### src/core/pcg_pkg.sv
// Package: register map, reset values and field positions for the port C block
package pcg_pkg;

  // Register byte offsets
  localparam logic [3:0] OFS_PIN_LEVELS    = 4'h0;
  localparam logic [3:0] OFS_OUTPUT_LATCH  = 4'h4;
  localparam logic [3:0] OFS_DIRECTION     = 4'h8;
  localparam logic [3:0] OFS_PERIPH_CTRL   = 4'hC;

  // Widths
  localparam int PORT_W = 8;
  localparam int ADDR_W = 4;

  // Reset values
  localparam logic [7:0] DIR_RESET   = 8'hFF;
  localparam logic [7:0] LATCH_RESET = 8'h00;
  localparam logic [4:0] CTRL_RESET  = 5'h10;

  // Peripheral control register bit positions
  localparam int CTRL_OSC_EN     = 0;
  localparam int CTRL_CC1_OUT_EN = 1;
  localparam int CTRL_CC2_OUT_EN = 2;
  localparam int CTRL_EPWM_EN    = 3;
  localparam int CTRL_CC2_SEL    = 4;
  localparam int CTRL_W          = 5;

  // Pin positions
  localparam int PIN_OSC_OUT = 0;
  localparam int PIN_OSC_IN  = 1;
  localparam int PIN_CC2     = 1;
  localparam int PIN_CC1     = 2;

  // AXI responses
  localparam logic [1:0] RESP_OKAY   = 2'h0;
  localparam logic [1:0] RESP_SLVERR = 2'h2;

endpackage

### src/core/pcg_pin_mux.sv
// Pin multiplexer: direction and data override per pin, registered outputs
`timescale 1ns/100ps

module pcg_pin_mux #(
  parameter int WIDTH = 8
) (
  // Clock and reset
  input  wire logic             aclk,
  input  wire logic             aresetn,
  // Software state
  input  wire logic [WIDTH-1:0] dir_bits,
  input  wire logic [WIDTH-1:0] latch_bits,
  // Peripheral controls
  input  wire logic             osc_en,
  input  wire logic             cc1_out_en,
  input  wire logic             cc1_out,
  input  wire logic             cc2_out_en,
  input  wire logic             cc2_out,
  input  wire logic             cc2_on_pin1,
  // Pad drive
  output logic      [WIDTH-1:0] pad_out,
  output logic      [WIDTH-1:0] pad_oe
);

  typedef struct packed {
    logic [WIDTH-1:0] out;
    logic [WIDTH-1:0] oe;
  } pcg_mux_state_t;

  pcg_mux_state_t st_reg;
  pcg_mux_state_t st_next;

  always_comb begin
    st_next = st_reg;
    st_next.oe  = ~dir_bits;
    st_next.out = latch_bits & ~dir_bits;
    if (!dir_bits[pcg_pkg::PIN_CC1] && cc1_out_en) begin
      st_next.out[pcg_pkg::PIN_CC1] = cc1_out;
    end
    if (cc2_on_pin1 && !dir_bits[pcg_pkg::PIN_CC2] && cc2_out_en) begin
      st_next.out[pcg_pkg::PIN_CC2] = cc2_out;
    end
    if (osc_en) begin
      st_next.oe[pcg_pkg::PIN_OSC_OUT]  = 1'b0;
      st_next.oe[pcg_pkg::PIN_OSC_IN]   = 1'b0;
      st_next.out[pcg_pkg::PIN_OSC_OUT] = 1'b0;
      st_next.out[pcg_pkg::PIN_OSC_IN]  = 1'b0;
    end
  end

  always_ff @(posedge aclk) begin
    if (!aresetn) begin
      st_reg <= '0;
    end else begin
      st_reg <= st_next;
    end
  end

  assign pad_out = st_reg.out;
  assign pad_oe  = st_reg.oe;

endmodule

### src/core/pcg_port_c.sv
// Port C general-purpose I/O with peripheral overrides and AXI4-Lite registers
`timescale 1ns/100ps

// Summary of operation
// - Eight pins, each separately set as input or output.
// - Direction bit one makes the pin an input, driver released.
// - Direction bit zero drives the pin from the output latch bit.
// - Latch register is addressable; reads return latch, not pin levels.
// - Enabled peripherals may force pin direction regardless of stored bit.
// - Direction reads return stored bits even during peripheral override.
// - Reset makes every pin a digital input.
// - Select bit one routes unit 2 to pin 1; zero routes elsewhere.
// - Oscillator enabled turns pins 0 and 1 analog, digital I/O off.
// - Pin 0 feeds the counter timers' external input when direction one.
// - Unit 2 on pin 1: output beats latch, or pin feeds capture.
// - Pin 2: unit 1 output beats latch, or pin feeds capture.
// - Input pin level appears in the pin-levels register bit.
// - Output pin presents its output latch bit.
module pcg_port_c #(
  parameter int          WIDTH       = 8,
  parameter logic [4:0]  CTRL_INIT   = 5'h10
) (
  // Clock and reset
  input  wire logic             aclk,
  input  wire logic             aresetn,
  // AXI4-Lite write address
  input  wire logic [3:0]       s_axi_awaddr,
  input  wire logic             s_axi_awvalid,
  output logic                  s_axi_awready,
  // AXI4-Lite write data
  input  wire logic [31:0]      s_axi_wdata,
  input  wire logic [3:0]       s_axi_wstrb,
  input  wire logic             s_axi_wvalid,
  output logic                  s_axi_wready,
  // AXI4-Lite write response
  output logic      [1:0]       s_axi_bresp,
  output logic                  s_axi_bvalid,
  input  wire logic             s_axi_bready,
  // AXI4-Lite read address
  input  wire logic [3:0]       s_axi_araddr,
  input  wire logic             s_axi_arvalid,
  output logic                  s_axi_arready,
  // AXI4-Lite read data
  output logic      [31:0]      s_axi_rdata,
  output logic      [1:0]       s_axi_rresp,
  output logic                  s_axi_rvalid,
  input  wire logic             s_axi_rready,
  // Pins
  input  wire logic [WIDTH-1:0] pad_in,
  output logic      [WIDTH-1:0] pad_out,
  output logic      [WIDTH-1:0] pad_oe,
  // Capture/compare unit 1
  input  wire logic             cc1_out,
  output logic                  cc1_capture_in,
  // Capture/compare unit 2
  input  wire logic             cc2_out,
  output logic                  cc2_capture_in,
  output logic                  cc2_on_port_c,
  // Counter timers and oscillator
  output logic                  counter_timers_ext_input,
  output logic                  low_freq_osc_en
);

  typedef struct packed {
    logic [WIDTH-1:0]           sync1;
    logic [WIDTH-1:0]           sync2;
    logic [WIDTH-1:0]           dir;
    logic [WIDTH-1:0]           latch;
    logic [pcg_pkg::CTRL_W-1:0] ctrl;
    logic                       aw_full;
    logic [3:0]                 aw_addr;
    logic                       w_full;
    logic [31:0]                w_data;
    logic [3:0]                 w_strb;
    logic                       bvalid;
    logic [1:0]                 bresp;
    logic                       rvalid;
    logic [31:0]                rdata;
    logic [1:0]                 rresp;
    logic                       cc1_cap;
    logic                       cc2_cap;
    logic                       t_ext;
  } pcg_state_t;

  pcg_state_t st_reg;
  pcg_state_t st_next;

  ////////////////////////////////////////////////////////////////////////////

  // Byte-lane merge of a register byte
  function automatic logic [7:0] merge_byte(input logic [7:0] old_v, input logic [31:0] data,
                                            input logic [3:0] strb);
    merge_byte = strb[0] ? data[7:0] : old_v;
  endfunction

  // Decode of a word offset
  function automatic logic is_mapped(input logic [3:0] addr);
    is_mapped = (addr == pcg_pkg::OFS_PIN_LEVELS) || (addr == pcg_pkg::OFS_OUTPUT_LATCH) ||
                (addr == pcg_pkg::OFS_DIRECTION) || (addr == pcg_pkg::OFS_PERIPH_CTRL);
  endfunction

  ////////////////////////////////////////////////////////////////////////////

  logic             do_write;
  logic             do_read;
  logic [WIDTH-1:0] pin_levels;

  always_comb begin
    st_next  = st_reg;
    do_write = 1'b0;
    do_read  = 1'b0;
    st_next.sync1 = pad_in;
    st_next.sync2 = st_reg.sync1;
    pin_levels = st_reg.sync2;
    if (st_reg.ctrl[pcg_pkg::CTRL_OSC_EN]) begin
      pin_levels[pcg_pkg::PIN_OSC_OUT] = 1'b0;
      pin_levels[pcg_pkg::PIN_OSC_IN]  = 1'b0;
    end

    // Write address and data capture
    if (s_axi_awvalid && !st_reg.aw_full) begin
      st_next.aw_full = 1'b1;
      st_next.aw_addr = s_axi_awaddr;
    end
    if (s_axi_wvalid && !st_reg.w_full) begin
      st_next.w_full = 1'b1;
      st_next.w_data = s_axi_wdata;
      st_next.w_strb = s_axi_wstrb;
    end

    // Write commit
    if (st_reg.aw_full && st_reg.w_full && !st_reg.bvalid) begin
      do_write        = 1'b1;
      st_next.aw_full = 1'b0;
      st_next.w_full  = 1'b0;
      st_next.bvalid  = 1'b1;
      st_next.bresp   = is_mapped(st_reg.aw_addr) ? pcg_pkg::RESP_OKAY : pcg_pkg::RESP_SLVERR;
      unique case (st_reg.aw_addr)
        pcg_pkg::OFS_PIN_LEVELS: begin
          st_next.latch = merge_byte(st_reg.latch, st_reg.w_data, st_reg.w_strb);
        end
        pcg_pkg::OFS_OUTPUT_LATCH: begin
          st_next.latch = merge_byte(st_reg.latch, st_reg.w_data, st_reg.w_strb);
        end
        pcg_pkg::OFS_DIRECTION: begin
          st_next.dir = merge_byte(st_reg.dir, st_reg.w_data, st_reg.w_strb);
        end
        pcg_pkg::OFS_PERIPH_CTRL: begin
          if (st_reg.w_strb[0]) begin
            st_next.ctrl = st_reg.w_data[pcg_pkg::CTRL_W-1:0];
          end
        end
        default: begin
        end
      endcase
    end
    if (st_reg.bvalid && s_axi_bready) begin
      st_next.bvalid = 1'b0;
    end

    // Read
    if (s_axi_arvalid && !st_reg.rvalid) begin
      do_read        = 1'b1;
      st_next.rvalid = 1'b1;
      st_next.rdata  = 32'h0000_0000;
      st_next.rresp  = is_mapped(s_axi_araddr) ? pcg_pkg::RESP_OKAY : pcg_pkg::RESP_SLVERR;
      unique case (s_axi_araddr)
        pcg_pkg::OFS_PIN_LEVELS: begin
          st_next.rdata[WIDTH-1:0] = pin_levels;
        end
        pcg_pkg::OFS_OUTPUT_LATCH: begin
          st_next.rdata[WIDTH-1:0] = st_reg.latch;
        end
        pcg_pkg::OFS_DIRECTION: begin
          st_next.rdata[WIDTH-1:0] = st_reg.dir;
        end
        pcg_pkg::OFS_PERIPH_CTRL: begin
          st_next.rdata[pcg_pkg::CTRL_W-1:0] = st_reg.ctrl;
        end
        default: begin
        end
      endcase
    end else if (st_reg.rvalid && s_axi_rready) begin
      st_next.rvalid = 1'b0;
    end

    st_next.t_ext = st_reg.dir[pcg_pkg::PIN_OSC_OUT] && !st_reg.ctrl[pcg_pkg::CTRL_OSC_EN] &&
                    st_reg.sync2[pcg_pkg::PIN_OSC_OUT];
    st_next.cc1_cap = st_reg.dir[pcg_pkg::PIN_CC1] && st_reg.sync2[pcg_pkg::PIN_CC1];
    st_next.cc2_cap = st_reg.ctrl[pcg_pkg::CTRL_CC2_SEL] && st_reg.dir[pcg_pkg::PIN_CC2] &&
                      !st_reg.ctrl[pcg_pkg::CTRL_OSC_EN] && st_reg.sync2[pcg_pkg::PIN_CC2];
  end

  always_ff @(posedge aclk) begin
    if (!aresetn) begin
      st_reg       <= '0;
      st_reg.dir   <= pcg_pkg::DIR_RESET;
      st_reg.latch <= pcg_pkg::LATCH_RESET;
      st_reg.ctrl  <= CTRL_INIT;
    end else begin
      st_reg <= st_next;
    end
  end

  ////////////////////////////////////////////////////////////////////////////

  pcg_pin_mux #(
    .WIDTH (WIDTH)
  ) u_pin_mux (
    .aclk        (aclk),
    .aresetn     (aresetn),
    .dir_bits    (st_reg.dir),
    .latch_bits  (st_reg.latch),
    .osc_en      (st_reg.ctrl[pcg_pkg::CTRL_OSC_EN]),
    .cc1_out_en  (st_reg.ctrl[pcg_pkg::CTRL_CC1_OUT_EN] | st_reg.ctrl[pcg_pkg::CTRL_EPWM_EN]),
    .cc1_out     (cc1_out),
    .cc2_out_en  (st_reg.ctrl[pcg_pkg::CTRL_CC2_OUT_EN]),
    .cc2_out     (cc2_out),
    .cc2_on_pin1 (st_reg.ctrl[pcg_pkg::CTRL_CC2_SEL]),
    .pad_out     (pad_out),
    .pad_oe      (pad_oe)
  );

  // Bus and peripheral outputs from flops
  assign s_axi_awready            = !st_reg.aw_full;
  assign s_axi_wready             = !st_reg.w_full;
  assign s_axi_bvalid             = st_reg.bvalid;
  assign s_axi_bresp              = st_reg.bresp;
  assign s_axi_arready            = !st_reg.rvalid;
  assign s_axi_rvalid             = st_reg.rvalid;
  assign s_axi_rdata              = st_reg.rdata;
  assign s_axi_rresp              = st_reg.rresp;
  assign cc1_capture_in           = st_reg.cc1_cap;
  assign cc2_capture_in           = st_reg.cc2_cap;
  assign cc2_on_port_c            = st_reg.ctrl[pcg_pkg::CTRL_CC2_SEL];
  assign counter_timers_ext_input = st_reg.t_ext;
  assign low_freq_osc_en          = st_reg.ctrl[pcg_pkg::CTRL_OSC_EN];

endmodule

### config.mk
export PLATFORM = sky130hd
export DESIGN_NAME = pcg_port_c
export DESIGN_NICKNAME = d
export VERILOG_FILES = /design/src/core/pcg_pkg.sv /design/src/core/pcg_pin_mux.sv /design/src/core/pcg_port_c.sv
export SDC_FILE = /design/constraint.sdc
export NUM_CORES = 1
export LEC_CHECK = 0
export BUFFER_PORTS_ARGS = -buffer_cell sky130_fd_sc_hd__buf_4
export CAP_MARGIN = 30
export CORE_AREA = 3 3 95 97
export DETAILED_ROUTE_END_ITERATION = 8
export DIE_AREA = 0 0 98 100
export PLACE_DENSITY_LB_ADDON = 0.15
export SLEW_MARGIN = 10
export SYNTH_ARGS = -nofsm -noshare
export SYNTH_HDL_FRONTEND = slang
export SYNTH_SLANG_ARGS = --single-unit
### constraint.sdc
create_clock -name aclk -period 1.55 [get_ports aclk]
set_input_delay 0.31 -clock aclk [delete_from_list [all_inputs] [get_ports aclk]]
set_output_delay 0.31 -clock aclk [all_outputs]
set_load 0.05 [all_outputs]
==> flow_summary.toml <==
[hold_path]
min-delay-path-class = "primary input to flip-flop"

[pwr]
p_leak_nw = 1.80
p_int_mw = 3.34
ir_drop_mv = 0.403
p_clk_share_pct = 38.5
power_mw = 4.42
sw_frac_of_total_pct = 24.5
p_switching_mw = 1.08
power_frac_comb_pct = 11.1
seqPwrFrac_pct = 50.4
power.density_nw_per_um2 = 1120

[setup_path]
critPathKind = "flip-flop to flip-flop"
cpMaxStageDelayCell = "dfxtp_1"
path_cells = "nand4b_1, nor4_4, buf_12, mux2i_1, nand2_1"
critical_path.max_fanout = 8
worst_path_largest_cell_delay_ns = 0.40
cp-end-kind = "flip-flop"
worstPathArrival_ns = 1.64
crit_required_ns = 1.78
path_buf_inv = 1
path_delay_family = "simple AND/OR/NAND/NOR gates"
start_kind = "flip-flop"

[die]
die-area_um2 = 9800
num_io_pins = 123
rows = 33
die_h_um = 100
core_area_um2 = 8220
die_w_um = 98
initial_core_util_pct = 39.6

[global_route]
grt_usage_pct = 13.3
grt_pass1_vias = 2061
antenna_found_initial = 0
gr-total-overflow = 0
grt_max_degree = 42
grt_pass1_wl_mm = 10.3

[layout]
largest_reg_flops = 36
fin_cells = 490
drive_above_1_share_pct = 26.0
area_growth_pct = 21.8
nNetsFinal = 441
antenna_cells = 0

[synth]
synth_area_um2 = 3260
ys_ff_latch = 83
synth.top_cell.area_share_pct = 51.0
synth_ff_type = "dfxtp_1"
synth_edf_count = 0
synth_warnings = 0
netlist_instances = 320
synth.avg_cell_area_um2 = 10.2
yosysMostFrequentCell = "dfxtp_1"
ys_seq_area_share_pct = 51.0
synth_cell_type_count = 33
synthTopCellsByArea = "dfxtp_1 (51%), mux2i_1 (9.2%), buf_4 (8.3%)"
async_reset_ff_share_pct = 0
synth_top_cell_by_area = "dfxtp_1"
netlist_top_cells_count = "dfxtp_1 (83), nand2_1 (39), buf_4 (36)"

[timing]
tns_ns = 0
slew_violations = 0
relSlewSlack_pct = 64.3
finClkSkew_ns = 0.00784
period_needed_ns = 1.42
hold_slack_ns = 0.171
finalSetupViolCount = 0
fmax_ghz = 0.706
tightestPinTransition_ns = 0.535
timing.final.crit_share_pct = 91.4
hold_viol = 0
grt_setup_unrepaired = "false"

[job]
maxCapViolCount = 0

[clock_network]
cts_buffers = 9
postCtsSetupRepairBufs = 0
clkTransAtPathRegs_ns = 0.08
postCtsHoldBufs = 0
root_buffer = "clkbuf_8"
htree_levels = 3
clockBufferDepth = 2
cts_resized = 0
clkLatencyLatePin_ns = 0.34
cts_tree = "built"
cts.sinks = 83

[drt]
post_drt_wl_per_cell_um = 12.9
ant_nets = 0
drc = 0
drt_first_pass_iters = 4
wl_mm = 6.32
drt_iter0_drc = 74
routed_via_density = 4.41
num_vias = 2160

[placed_design]
dp.cells = 474
port_buffers = 69
gp_congestion = 0.709
hpwl_mm = 4.56

[run_status]
outcome = "finished clean"
[cell families (layout without fill, tap and decap cells)]
family | count (synthesis) | in the layout | synth area share, %
AND/OR/NAND/NOR | 120 | 120 | 20.3
other | 1 | 26 | 0.115
AO/OA/AOI/OAI | 27 | 27 | 5.88
flip-flops | 83 | 83 | 51.0
multiplexers | 34 | 34 | 12.0
buffers and inverters | 55 | 95 | 10.6
[power groups by stage]
stage	Combinational [mW]	Clock (mW)	Sequential, mW
4_1_cts	0.494	1.77	2.23
3_5_place_dp	0.493	0	2.28
3_3_place_gp	0.490	0	2.28
2_1_floorplan	0.400	0	2.29
6_report	0.490	1.71	2.23
5_1_grt	0.523	1.83	2.24
[layout by cell type, fill, tap and decap left out, types with 7 or more instances in the layout]
master / Yosys / routed
a21boi_0: 10 / 10
and2_1: 23 / 23
buf_4: 36 / 73
clkbuf_8: 0 / 11
conb_1: 1 / 26
dfxtp_1: 83 / 82
mux2i_1: 30 / 30
nand2_1: 39 / 39
nor2_1: 12 / 12
nor2b_1: 28 / 28
o21ai_0: 7 / 7
[metal layers]
metal  part of all wire, %  track usage (%)
met1                    48             17.8
met2                    44             20.1
met3                   6.1             3.89
met4                   1.6             5.75
met5                     0                0
[worst paths after layout]
check,startpoint,endpoint,slack (ns),cells after the start
max,st_reg[82],st_reg[99],0.13,5
min,pad_in[0],st_next[104],0.17,2
max reg2reg,st_reg[82],st_reg[99],0.13,5
min reg2reg,st_next[105],st_reg[105],0.43,1
[worst reg2reg max path: cells and delay by family, from the launching register on]
kind / cells / cell delay (ns)
buffers and inverters: 1 / 0.18
flip-flops: 1 / 0.40
multiplexers: 1 / 0.20
AND/OR/NAND/NOR: 3 / 0.52
[area by class of cell]
type,instances,area (um2)
clock buffers,11,151
multi-input cells,207,1340
clock inverters,5,75.1
well taps,105,131
flip-flops and latches,83,1660
repair buffers,75,588
inverters,4,15.0
fillers,790,4250
[metrics by stage]
step                setup WS, ns  cell area [um2]  utilization, %
finish                     0.133             3970            48.3
global route             0.00794             3970            48.3
CTS                        0.112             3970            48.3
detailed placement         0.134             3740            45.5
global placement           0.174             3740            45.5
floorplan                 0.0241             3350               -
Power figures use the tool's default switching activity.
